File: src/verilog/chip_select_pkg.sv
// Shared constants and types of the programmable chip-select decoder
`default_nettype none
package chip_select_pkg;

	// ****************************************************************
	// Sizes
	// ****************************************************************
	localparam int NUM_SEL = 12;
	localparam logic [3:0] NUM_SEL_L = 4'hc;
	localparam logic [3:0] BOOT_IDX = 4'h0;
	localparam logic [3:0] FIRST_LATCH_IDX = 4'h4;
	localparam logic [3:0] LAST_LATCH_IDX = 4'ha;
	localparam logic [3:0] SLOW_CLK_IDX = 4'hb;

	// ****************************************************************
	// Register map, word addresses on the register port
	// ****************************************************************
	localparam logic [3:0] BASE_PAGE = 4'h0;
	localparam logic [3:0] OPT_PAGE = 4'h1;
	localparam logic [7:0] PINFN_LO_OFS = 8'h20;
	localparam logic [7:0] PINFN_HI_OFS = 8'h21;
	localparam logic [7:0] LATCH_OFS = 8'h22;
	localparam logic [7:0] STATUS_OFS = 8'h23;

	// ****************************************************************
	// Field positions
	// ****************************************************************
	localparam int BASE_ADDR_LSB = 3;
	localparam int OPT_MODE_BIT = 15;
	localparam int OPT_BYTE_LSB = 13;
	localparam int OPT_RW_LSB = 11;
	localparam int OPT_STROBE_TIMING_SELECT_BIT = 10;
	localparam int OPT_ACK_LSB = 6;
	localparam int OPT_SPACE_LSB = 4;
	localparam int OPT_IPL_LSB = 1;
	localparam int OPT_AUTOVECTOR_ACK_BIT = 0;

	// ****************************************************************
	// Values after reset
	// ****************************************************************
	localparam logic [15:0] GEN_BASE_RST = 16'h0000;
	localparam logic [15:0] BOOT_BASE_RST = 16'h0007;
	localparam logic [15:0] GEN_OPT_RST = 16'h0000;
	localparam logic [15:0] BOOT_OPT_RST = 16'h7b60;
	localparam logic [6:0] LATCH_RST = 7'h00;

	// ****************************************************************
	// Encodings
	// ****************************************************************
	localparam logic [1:0] PF_LATCH = 2'h0;
	localparam logic [1:0] PF_ALT = 2'h1;
	localparam logic [1:0] PF_SEL8 = 2'h2;
	localparam logic [1:0] PF_SEL16 = 2'h3;
	localparam logic [1:0] SP_CPU = 2'h0;
	localparam logic [1:0] SP_USER = 2'h1;
	localparam logic [1:0] SP_SUP = 2'h2;
	localparam logic [1:0] SP_ANY = 2'h3;
	localparam logic [2:0] FC_CPU = 3'h7;
	localparam logic [3:0] IACK_TYPE = 4'hf;
	localparam logic [1:0] SIZE_BYTE = 2'h1;
	localparam logic [3:0] ACK_FAST = 4'he;
	localparam logic [3:0] ACK_EXT_ONLY = 4'hf;

	// ****************************************************************
	// Timing, counted in system clocks of 40 ns
	// ****************************************************************
	localparam logic [2:0] SLOW_HALF_CYC = 3'h4;

	typedef enum logic [1:0] {
		ACK_IDLE = 2'b00,
		ACK_WAIT = 2'b01,
		ACK_TERM = 2'b10,
		ACK_AUTO = 2'b11
	} ack_state_t;

endpackage
`default_nettype wire

File: src/verilog/chip_select_decoder.sv
// Programmable chip-select decoder with shared internal acknowledge
//
// Summary of operation
// - Base field compared over block-size bits
// - Block size codes 2K up to 1M
// - Upper four address bits copy bit 19
// - Boot select matches zero after reset
// - Mode bit: strobe timing or slow clock
// - Byte field enables per port width
// - General byte fields clear, boot both
// - Read/write field gates assertion
// - Strobe bit picks address or data strobe
// - Acknowledge field sets internal wait count
// - External acknowledges always pass through
// - Space field must match function code
// - Level field matches acknowledged priority
// - Autovector bit ends acknowledge cycles
// - Latch bits drive discrete pins, bit7 zero
// - All fields match before assertion
// - Assertion follows strobe or slow clock
// - Wait states until some acknowledge
// - Pin function code decode
// - On-chip hits never assert selects
// - Select outputs are active low
//
// Local design decisions: the plain strobed port and the address map.
`timescale 1ns/1ps
`default_nettype none
module chip_select_decoder
	import chip_select_pkg::*;
(
	// Clock and reset
	input wire logic clk_sys_in,
	input wire logic srst_in,
	// Register port
	input wire logic [7:0] reg_addr_in,
	input wire logic [15:0] reg_wdata_in,
	input wire logic reg_wr_in,
	input wire logic reg_rd_in,
	output logic [15:0] reg_rdata_out,
	// Processor bus, same clock
	input wire logic [23:0] addr_in,
	input wire logic [2:0] function_code_in,
	input wire logic read_in,
	input wire logic [1:0] transfer_size_in,
	input wire logic address_strobe_n_in,
	input wire logic data_strobe_n_in,
	input wire logic internal_hit_in,
	// Pins from outside
	input wire logic [7:0] data_strap_in,
	input wire logic [1:0] ext_transfer_ack_n_in,
	// Select pins and cycle termination
	output logic [11:0] select_n_out,
	output logic slow_bus_clock_out,
	output logic [1:0] transfer_ack_n_out,
	output logic autovector_ack_n_out
);

	// ****************************************************************
	// Decode helpers
	// ****************************************************************
	// Mask over address bits 23..11 for each block size code
	function automatic logic [12:0] block_mask(input logic [2:0] code);
		case (code)
			3'h0: block_mask = 13'h1fff;
			3'h1: block_mask = 13'h1ffc;
			3'h2: block_mask = 13'h1ff8;
			3'h3: block_mask = 13'h1fe0;
			3'h4: block_mask = 13'h1fc0;
			3'h5: block_mask = 13'h1f80;
			3'h6: block_mask = 13'h1f00;
			default: block_mask = 13'h1e00;
		endcase
	endfunction

	// Function code against the space field
	function automatic logic space_match(input logic [1:0] space, input logic [2:0] fc);
		logic user;
		logic sup;
		user = (fc == 3'h1) || (fc == 3'h2);
		sup = (fc == 3'h5) || (fc == 3'h6);
		case (space)
			SP_CPU: space_match = (fc == FC_CPU);
			SP_USER: space_match = user;
			SP_SUP: space_match = sup;
			default: space_match = user || sup;
		endcase
	endfunction

	// Wait states for an acknowledge code; the fast code means none
	function automatic logic [3:0] ack_waits(input logic [3:0] code);
		ack_waits = (code == ACK_FAST) ? 4'h0 : code;
	endfunction

	// ****************************************************************
	// State
	// ****************************************************************
	logic [15:0] base_ff [NUM_SEL];
	logic [15:0] nxt_base [NUM_SEL];
	logic [15:0] opt_ff [NUM_SEL];
	logic [15:0] nxt_opt [NUM_SEL];
	logic [1:0] pf_ff [NUM_SEL];
	logic [1:0] nxt_pf [NUM_SEL];
	logic [6:0] latch_ff;
	logic [6:0] nxt_latch;
	logic [15:0] rdata_ff;
	logic [15:0] nxt_rdata;
	logic [9:0] sync1_ff;
	logic [9:0] sync2_ff;
	logic [9:0] sync3_ff;
	logic [9:0] accept_ff;
	logic [9:0] nxt_accept;
	logic [2:0] slow_cnt_ff;
	logic [2:0] nxt_slow_cnt;
	logic slow_clk_ff;
	logic nxt_slow_clk;
	ack_state_t state_ff;
	ack_state_t nxt_state;
	logic [3:0] wait_ff;
	logic [3:0] nxt_wait;
	logic [3:0] served_ff;
	logic [3:0] nxt_served;
	logic as_prev_ff;
	logic [11:0] sel_ff;
	logic [11:0] nxt_sel;
	logic [11:0] pin_ff;
	logic [11:0] nxt_pin;
	logic [23:0] eff_addr;
	logic as_act;
	logic ds_act;
	logic iack;
	logic upper_used;
	logic lower_used;
	logic [11:0] match;
	logic [11:0] rw_ok;
	logic [11:0] space_ok;
	logic [11:0] byte_ok;
	logic found;
	logic [3:0] pick;
	logic [1:0] int_ack_n;
	logic [11:0] latch_pins;

	// ****************************************************************
	// Bus qualifiers
	// ****************************************************************
	// The top nibble of the address is never decoded on its own
	assign eff_addr = {{4{addr_in[19]}}, addr_in[19:0]};
	assign as_act = ~address_strobe_n_in;
	assign ds_act = ~data_strobe_n_in;
	assign iack = (function_code_in == FC_CPU) && (addr_in[19:16] == IACK_TYPE);
	assign upper_used = ~addr_in[0];
	assign lower_used = addr_in[0] | (transfer_size_in != SIZE_BYTE);
	// Latch bits laid out by pin index, so no select indexes out of range
	assign latch_pins = {1'b1, latch_ff, 4'hf};

	// ****************************************************************
	// Per-select compare and pin drive
	// ****************************************************************
	genvar g;
	generate
		for (g = 0; g < NUM_SEL; g++) begin : g_sel
			logic addr_ok;
			logic ipl_ok;
			logic [1:0] byte_f;
			logic [2:0] ipl_f;
			logic strobe_ok;
			assign byte_f = opt_ff[g][OPT_BYTE_LSB+:2];
			assign ipl_f = opt_ff[g][OPT_IPL_LSB+:3];
			// Only the bits above the block size take part
			assign addr_ok = ((eff_addr[23:11] ^ base_ff[g][15:BASE_ADDR_LSB])
				& block_mask(base_ff[g][2:0])) == 13'h0000;
			assign space_ok[g] = space_match(opt_ff[g][OPT_SPACE_LSB+:2], function_code_in);
			// Level field only matters for acknowledge cycles in CPU space
			assign ipl_ok = (opt_ff[g][OPT_SPACE_LSB+:2] != SP_CPU) || !iack
				|| (ipl_f == 3'h0) || (ipl_f == addr_in[3:1]);
			assign rw_ok[g] = read_in ? opt_ff[g][OPT_RW_LSB] : opt_ff[g][OPT_RW_LSB+1];
			assign byte_ok[g] = (pf_ff[g] == PF_SEL16)
				? ((byte_f[1] & upper_used) | (byte_f[0] & lower_used))
				: (byte_f != 2'h0);
			assign match[g] = addr_ok & space_ok[g] & ipl_ok & rw_ok[g] & byte_ok[g]
				& ~internal_hit_in;
			// Async follows the chosen strobe, sync waits for slow clock high
			assign strobe_ok = opt_ff[g][OPT_MODE_BIT] ? (as_act & slow_clk_ff)
				: (opt_ff[g][OPT_STROBE_TIMING_SELECT_BIT] ? ds_act : as_act);
			assign nxt_sel[g] = ~srst_in & match[g] & strobe_ok;
			always_comb begin
				case (pf_ff[g])
					PF_SEL8, PF_SEL16: nxt_pin[g] = ~nxt_sel[g];
					PF_LATCH: begin
						if (4'(g) == SLOW_CLK_IDX)
							nxt_pin[g] = nxt_slow_clk;
						else if (4'(g) >= FIRST_LATCH_IDX && 4'(g) <= LAST_LATCH_IDX)
							nxt_pin[g] = latch_pins[g];
						else
							nxt_pin[g] = 1'b1;
					end
					default: nxt_pin[g] = 1'b1;
				endcase
				if (srst_in)
					nxt_pin[g] = 1'b1;
			end
		end
	endgenerate

	// ****************************************************************
	// Pin input synchronisers
	// ****************************************************************
	// Straps and acknowledges share one filter; a bit moves only on agreement
	assign nxt_accept = (sync2_ff & sync3_ff) | (accept_ff & (sync2_ff | sync3_ff));

	// Data pipeline only, so no reset is needed here
	always_ff @(posedge clk_sys_in) begin
		sync1_ff <= {data_strap_in, ext_transfer_ack_n_in};
		sync2_ff <= sync1_ff;
		sync3_ff <= sync2_ff;
		accept_ff <= nxt_accept;
	end

	// ****************************************************************
	// Registers
	// ****************************************************************
	// Writes and reset values; straps are caught while reset is held
	always_comb begin
		nxt_base = base_ff;
		nxt_opt = opt_ff;
		nxt_pf = pf_ff;
		nxt_latch = latch_ff;
		if (srst_in) begin
			for (int i = 0; i < NUM_SEL; i++) begin
				nxt_base[i] = (i == 0) ? BOOT_BASE_RST : GEN_BASE_RST;
				nxt_opt[i] = (i == 0) ? BOOT_OPT_RST : GEN_OPT_RST;
				nxt_pf[i] = (i == 0) ? {1'b1, accept_ff[2]} : {accept_ff[2 + (i + 1) / 2], 1'b1};
			end
			nxt_latch = LATCH_RST;
		end else if (reg_wr_in) begin
			if (reg_addr_in[7:4] == BASE_PAGE && reg_addr_in[3:0] < NUM_SEL_L) begin
				nxt_base[reg_addr_in[3:0]] = reg_wdata_in;
			end else if (reg_addr_in[7:4] == OPT_PAGE && reg_addr_in[3:0] < NUM_SEL_L) begin
				nxt_opt[reg_addr_in[3:0]] = reg_wdata_in;
			end else if (reg_addr_in == PINFN_LO_OFS) begin
				for (int i = 0; i < 8; i++)
					nxt_pf[i] = reg_wdata_in[2*i+:2];
			end else if (reg_addr_in == PINFN_HI_OFS) begin
				for (int i = 8; i < NUM_SEL; i++)
					nxt_pf[i] = reg_wdata_in[2*(i-8)+:2];
			end else if (reg_addr_in == LATCH_OFS) begin
				nxt_latch = reg_wdata_in[6:0];
			end
		end
	end

	// Read data for the cycle after the strobe
	always_comb begin
		nxt_rdata = 16'h0000;
		if (reg_rd_in) begin
			if (reg_addr_in[7:4] == BASE_PAGE && reg_addr_in[3:0] < NUM_SEL_L) begin
				nxt_rdata = base_ff[reg_addr_in[3:0]];
			end else if (reg_addr_in[7:4] == OPT_PAGE && reg_addr_in[3:0] < NUM_SEL_L) begin
				nxt_rdata = opt_ff[reg_addr_in[3:0]];
			end else if (reg_addr_in == PINFN_LO_OFS) begin
				for (int i = 0; i < 8; i++)
					nxt_rdata[2*i+:2] = pf_ff[i];
			end else if (reg_addr_in == PINFN_HI_OFS) begin
				for (int i = 8; i < NUM_SEL; i++)
					nxt_rdata[2*(i-8)+:2] = pf_ff[i];
			end else if (reg_addr_in == LATCH_OFS) begin
				nxt_rdata = {9'h000, latch_ff};
			end else if (reg_addr_in == STATUS_OFS) begin
				nxt_rdata = {state_ff, wait_ff, served_ff, slow_clk_ff, 5'h00};
			end
		end
	end

	always_ff @(posedge clk_sys_in) begin
		base_ff <= nxt_base;
		opt_ff <= nxt_opt;
		pf_ff <= nxt_pf;
		latch_ff <= nxt_latch;
		rdata_ff <= nxt_rdata;
	end

	assign reg_rdata_out = rdata_ff;

	// ****************************************************************
	// Slow bus clock divider
	// ****************************************************************
	always_comb begin
		nxt_slow_cnt = slow_cnt_ff + 3'h1;
		nxt_slow_clk = slow_clk_ff;
		if (srst_in) begin
			nxt_slow_cnt = 3'h0;
			nxt_slow_clk = 1'b0;
		end else if (slow_cnt_ff == SLOW_HALF_CYC - 3'h1) begin
			nxt_slow_cnt = 3'h0;
			nxt_slow_clk = ~slow_clk_ff;
		end
	end

	always_ff @(posedge clk_sys_in) begin
		slow_cnt_ff <= nxt_slow_cnt;
		slow_clk_ff <= nxt_slow_clk;
	end

	assign slow_bus_clock_out = slow_clk_ff;

	// ****************************************************************
	// Select pins
	// ****************************************************************
	// Registered one clock behind the strobe so pins never glitch on decode
	always_ff @(posedge clk_sys_in) begin
		sel_ff <= nxt_sel;
		pin_ff <= nxt_pin;
	end

	assign select_n_out = pin_ff;

	// ****************************************************************
	// Shared acknowledge generator
	// ****************************************************************
	// Lowest numbered match wins; blocks sharing addresses share waits
	always_comb begin
		found = 1'b0;
		pick = BOOT_IDX;
		for (int i = NUM_SEL - 1; i >= 0; i--) begin
			if (match[i]) begin
				found = 1'b1;
				pick = 4'(i);
			end
		end
	end

	always_comb begin
		nxt_state = state_ff;
		nxt_wait = wait_ff;
		nxt_served = served_ff;
		case (state_ff)
			ACK_IDLE: begin
				// Sync mode and the external-only code leave the cycle to the pins
				if (as_act && !as_prev_ff && found && !opt_ff[pick][OPT_MODE_BIT]
					&& opt_ff[pick][OPT_ACK_LSB+:4] != ACK_EXT_ONLY) begin
					nxt_wait = ack_waits(opt_ff[pick][OPT_ACK_LSB+:4]);
					nxt_served = pick;
					nxt_state = ACK_WAIT;
				end
			end
			ACK_WAIT: begin
				// External acknowledge may end the cycle early
				if (!as_act)
					nxt_state = ACK_IDLE;
				else if (wait_ff != 4'h0)
					nxt_wait = wait_ff - 4'h1;
				else if (opt_ff[served_ff][OPT_AUTOVECTOR_ACK_BIT] && iack)
					nxt_state = ACK_AUTO;
				else
					nxt_state = ACK_TERM;
			end
			default: begin
				if (!as_act)
					nxt_state = ACK_IDLE;
			end
		endcase
		if (srst_in) begin
			nxt_state = ACK_IDLE;
			nxt_wait = 4'h0;
			nxt_served = BOOT_IDX;
		end
	end

	always_ff @(posedge clk_sys_in) begin
		state_ff <= nxt_state;
		wait_ff <= nxt_wait;
		served_ff <= nxt_served;
		as_prev_ff <= ~srst_in & as_act;
	end

	// Port width picks which acknowledge line goes low
	assign int_ack_n = (state_ff != ACK_TERM) ? 2'h3
		: ((pf_ff[served_ff] == PF_SEL16) ? 2'h1 : 2'h2);
	assign transfer_ack_n_out = int_ack_n & accept_ff[1:0];
	assign autovector_ack_n_out = (state_ff != ACK_AUTO);
endmodule
`default_nettype wire

File: config.mk
export PLATFORM = sky130hd
export DESIGN_NAME = chip_select_decoder
export DESIGN_NICKNAME = d
export VERILOG_FILES = /design/src/verilog/chip_select_pkg.sv /design/src/verilog/chip_select_decoder.sv
export SDC_FILE = /design/constraint.sdc
export NUM_CORES = 1
export LEC_CHECK = 0
export BUFFER_PORTS_ARGS = -buffer_cell sky130_fd_sc_hd__buf_2
export CAP_MARGIN = 20
export CORE_AREA = 2 2 250 252
export CTS_CLUSTER_DIAMETER = 150
export DETAILED_ROUTE_END_ITERATION = 16
export DIE_AREA = 0 0 252 254
export GPL_TIMING_DRIVEN = 1
export SYNTH_ARGS = -nofsm -noshare
export SYNTH_HDL_FRONTEND = slang
export SYNTH_SLANG_ARGS = --single-unit
export TNS_END_PERCENT = 100
File: constraint.sdc
create_clock -name clk_sys_in -period 5.2 [get_ports clk_sys_in]
set_input_delay 1.04 -clock clk_sys_in [delete_from_list [all_inputs] [get_ports clk_sys_in]]
set_output_delay 1.04 -clock clk_sys_in [all_outputs]
set_load 0.02 [all_outputs]
# Yosys cells after proc, flatten, opt, wreduce, memory -nomap -nowiden
# Cells that the tools add are included.
# op_classes
addsub,2
muxes,152
n_lt_le_gt_ge,5
n_reduce_logical,166
bitwise_logic,181
eq_ne,158
# ops
cell,n
$pmux 9 s7,12
$bwmux 192,2
$bmux 16 s4,4
$mux 16,12
$and 13x13->13,12
$logic_not 13->1,12
$xor 13x13->13,12
$eq 3x3->1 const B,39
$and 1x1->1,110
$mux 23,4
$eq 3x2->1 const B,26
$eq 2x2->1 const B,37
$logic_not 3->1,24
$mux 1,65
$demux 16 s4,1
$mux 4,16
$reduce_bool 2->1,28
$logic_not 2->1,21
$eq 3x1->1 const B,13
$logic_or 1x1->1,39
$eq 3x3->1,12
$pmux 1 s3,12
$reduce_or 2->1,17
$eq 8x6->1 const B,4
35 further kinds,130
# word_totals
reg_bits,498
input_bits,71
out_inout_bits,32
elab_cells,729

# Depth between registers and ports, before layout
# logic_depth
word_depth,31
ltp_mapped,17
ltp_nobuf,13

# Worst setup path after synthesis
# Ideal clock, no wire load.
# synth_timing
path_kind,input port to flip-flop
from,input port addr_in[0]
to,register wait_ff[3]
slack_ns,0.607
stages,15
t_required_ns,5.128
arrival_ns,4.522
cell_sequence,or3b_4 > buf_6 > a221oi_1 > and4b_1 > o2111a_1 > o21bai_1 > o31ai_1 > buf_6 > mux2_2 > mux2_4 > a221oi_2 > a31oi_2 > a311oi_4 > or2_4 > mux2i_1
# synth_between
elab_chain_len,27
# synth_rtl
element,line,rtl
start: declaration,chip_select_decoder.sv:42,"input wire logic [23:0] addr_in,"
"parallel branches: the longest is 27 deep, another holds $mux 4",-,
end signal: assignment,chip_select_decoder.sv:371,wait_ff <= nxt_wait;
end: declaration,chip_select_decoder.sv:119,logic [3:0] wait_ff;
# Several ways; the timed one is not identified. The select of a mux whose other input is x is not followed.
# A chain may end at the register's enable or synchronous reset.

# Worst setup path in the final report
# layout_timing
from,input port addr_in[14]
to,register wait_ff[0]
# layout_between
elab_chain_len,29
# layout_rtl
element
"parallel branches: the longest is 29 deep, another holds $xor 13x13->13"
# Several ways; the timed one is not identified. The select of a mux whose other input is x is not followed.

==> key figures <==
Setup path
  • FF-to-FF setup slack: around 0.64 ns
  • Cell repeated most along the worst path: buf_4
  • CP startpoint kind: input pin
  • Crit end category: register
  • Crit Path Class: in2reg
  • Crit path DAT: about 5.2 ns
  • WP data required: 5.72 ns
  • Max incr delay on CP: 0.54 ns
  • Critical Path Fanout Max: 13
  • CP max stage cell: nor4bb_1
  • Crit path buffers/inverters: 4
  • CP top delay family: compound AO/OA/AOI/OAI gates
  • CP Cell Sequence: buf_2, buf_4, xnor2_1, a22oi_1, o41ai_1, buf_4, nor4bb_1, nor2_1, o21ai_1, nor2_2, buf_4, o211ai_2, o2111ai_1, a221oi_4, a311oi_4, or2_4, a221oi_2

Power
  • Static leakage: approximately 10 nW
  • Clk pwr share: 47.7%
  • Part of the power in registers: between 40% and 50%
  • Comb power frac: approximately 7.2%
  • P_int: 6.447 mW
  • Sw power: approximately 2.1 mW
  • VDD IR max: 0.2721 mV
  • Switching fraction of total power: about 25%
  • Pwr Density: just under 300 nW/um2

Drt
  • First-iteration detailed-routing DRC count: between 3000 and 4000
  • Wirelength per Cell: approximately 26 um
  • Vias/cell: just over 6
  • Detailed Route WL: approximately 100000 um
  • # DRC: 0
  • First-pass DRT Iterations: 9
  • Remaining antenna violation count: 0
  • DR vias: 24428

STA
  • Min Hold Slack: between 0.3 and 0.4 ns
  • Final setup margin: slightly above 0.5 ns
  • Relative slew slack: 32.18%
  • Fin. Hold Viols: 0
  • Worst slew pin tran: around 1.0 ns
  • Post-route minimum period: roughly 4.7 ns
  • Slew Viols, Final: 0
  • Worst Skew: between 0.02 and 0.03 ns
  • Total negative setup slack: 0 ns
  • Crit share post-route: about nine tenths
  • Final setup fails: 0
  • RSZ-0062 raised after global routing: no
  • Max Clk Rate: between 200 and 250 MHz

Synth
  • Synth cell types: 106
  • Yosys reg bits: just under 500
  • Mapped Area: between 20000 and 30000 um2
  • Ys async rst share: 0%
  • Post-synth EDFFs: 12
  • Mapped Cells: between 3000 and 4000
  • Dominant synthesized flop cell: dfxtp_1
  • Register area share after synthesis: ~39%
  • Post-Syn Nets: between 3000 and 4000
  • YS warnings: 0
  • Syn_area_per_cell: 8.296 um2

GRT
  • First-pass GRT wire length: 150200 um
  • Pin count of the biggest net entering global routing: 160
  • Total GRT Usage: a little under a third
  • Aggregate global routing overflow: 0
  • Vias in the first global route: 23172
  • Initial antenna violation count: 3

Final layout
  • Final nets: ~3200
  • Filler cells: around 5800
  • Final core occ: between 40 and 50%
  • Finished Layout Cells: between 3000 and 4000
  • Share of layout cells above drive strength 1: 15.17%
  • Synthesis-to-layout area growth: 14.12%

Floorplanning
  • Full die area: roughly 64000 um2
  • Count of standard-cell rows: 91
  • Num ports: a little over 100
  • Die Wd: 252 um
  • Core area: approximately 60000 um2
  • Die Y: 254 um
  • Initial core utilization: about two fifths

Clocking
  • Max H-tree Level: 2
  • CTS root buf: clkbuf_16
  • CTS Buf Count: between 50 and 60
  • CTS tree: done
  • Cts hold-fix bufs: 0
  • Post-CTS resize count: 0
  • Post-CTS Setup Repair Bufs: 0
  • Clk_lat worst skew: between 0.6 and 0.7 ns
  • Clock-pin slew on the worst setup and hold paths: about 0.060 ns
  • Clock sink count: 494
  • Clock tree buffer depth: 3

Hold path
  • HP Class: reg2reg

Placement
  • Placed insts: approximately 3900
  • RePlAce Congestion: around 1
  • IO buf count: 90
  • Detail Placement HPWL: about 72000 um
  • Setup Slack @ Placement: around 0.062 ns

Run
  • Max-cap viol count: 0

Outcome
  • Status: complete, no violations
## kinds of logic (layout without fill, tap and decap cells)
group                    after synthesis  in the layout  synth area share [%]
buffers and inverters                255            365                 4.159
adder cells (fa/ha/maj)               12             12                0.5014
other                                  0              2                     0
XOR/XNOR                             147            147                 5.058
AO/OA/AOI/OAI                        702            702                 16.86
multiplexers                         213            213                 13.43
flip-flops                           494            494                 39.33
AND/OR/NAND/NOR                     1245           1245                 20.66
## registers in the layout, summed over array words and instances, names as in the netlist
register and cells:
wait_ff 4, slow_cnt_ff 3, g_sel.ipl_f 36, select_n_out 12
reg_rdata_out 16, g_sel.byte_f 24, slow_bus_clock_out 1, accept_ff 9
served_ff 4, as_prev_ff 1, sync2_ff 9, base_ff 192
sync1_ff 9, opt_ff 132, sync3_ff 9, pf_ff 24
latch_ff 7, state_ff 2
## metrics by stage
| step | total power, mW | instance area [um2] |
|---|---|---|
| after floorplan | 4.301 | 25450 |
| after detailed placement | 4.552 | 27160 |
| after global placement | 4.544 | 27160 |
| final | 8.584 | 29050 |
| after global routing | 8.787 | 29040 |
| after CTS | 8.598 | 29040 |
## worst register-to-register path: cells and delay by family (launching register included)
kind	cells	cell delay, ns
AO/OA/AOI/OAI	8	2.31
AND/OR/NAND/NOR	5	1.35
flip-flops	1	0.58
buffers and inverters	1	0.22
## layout make-up
class                      instances  area (um2)  area share, %
sequential                       494       10010          34.46
clock inverter                    28       339.1          1.167
clock buffer                      73        1538          5.294
multi-input combinational       2319       14410          49.62
antenna                            2       5.005        0.01723
tap                              790       988.4          3.403
inverter                          26       97.59         0.3360
timing repair buffer             238        1655          5.699
## path summary, 6_finish.rpt
path / from / to / depth (start not counted)
min: sync1_ff[4] / sync2_ff[4] / 0
min reg2reg: sync1_ff[4] / sync2_ff[4] / 0
max: addr_in[14] / wait_ff[0] / 17
max reg2reg: base_ff[49] / wait_ff[0] / 14
## layout by cell type (no fill, tap or decap), types with 7 or more instances in the layout
cell type	synthesis	layout
a211oi_1	11	11
a21o_1	14	14
a21oi_1	425	425
a221o_1	9	9
a222oi_1	8	8
a22o_1	11	11
a22oi_1	15	15
a31oi_1	14	14
and3_1	9	9
buf_2	10	87
buf_4	5	143
bufinv_16	0	7
clkbuf_1	181	12
clkbuf_16	0	58
clkinv_2	0	8
clkinvlp_4	0	8
dfxtp_1	482	482
edfxtp_1	12	12
inv_1	25	25
maj3_1	9	9
mux2_2	14	14
mux2i_1	96	96
mux4_2	101	101
nand2_1	919	919
nand3_1	81	81
nand4_1	29	29
nor2_1	78	78
nor2b_1	9	8
nor3_1	46	42
nor4_1	10	10
o211ai_1	17	17
o21ai_0	73	73
o31ai_1	10	9
or4_1	13	13
xnor2_1	68	68
xor2_1	79	79
## power by group through the flow
stage	Clock, mW	Combinational, mW	Sequential, mW
floorplan	0	0.364	3.94
global placement	0	0.592	3.95
detailed placement	0	0.599	3.95
CTS	4.13	0.601	3.87
global route	4.27	0.641	3.87
finish	4.09	0.620	3.87
## synthesized netlist by cell type, types with 15 or more instances
library cell | instances | area (um2)
nand2_1 | 919 | 3450
dfxtp_1 | 482 | 9649
a21oi_1 | 425 | 2127
clkbuf_1 | 181 | 679.4
mux4_2 | 101 | 2275
mux2i_1 | 96 | 960.9
nand3_1 | 81 | 405.4
xor2_1 | 79 | 691.9
nor2_1 | 78 | 292.8
o21ai_0 | 73 | 365.4
xnor2_1 | 68 | 595.6
nor3_1 | 46 | 230.2
nand4_1 | 29 | 181.4
inv_1 | 25 | 93.84
buf_1 | 17 | 63.81
o211ai_1 | 17 | 127.6
a22oi_1 | 15 | 112.6
## layer usage
layer	vias to the layer above	routed length [um]	global-route usage, %
met5	-	0	0
met4	0	6102	17.04
met3	278	10770	6.238
met2	1405	43790	47.38
met1	11841	41970	42.39
li1	10904	-	-
Note: power is estimated with default switching activity, not from simulation.
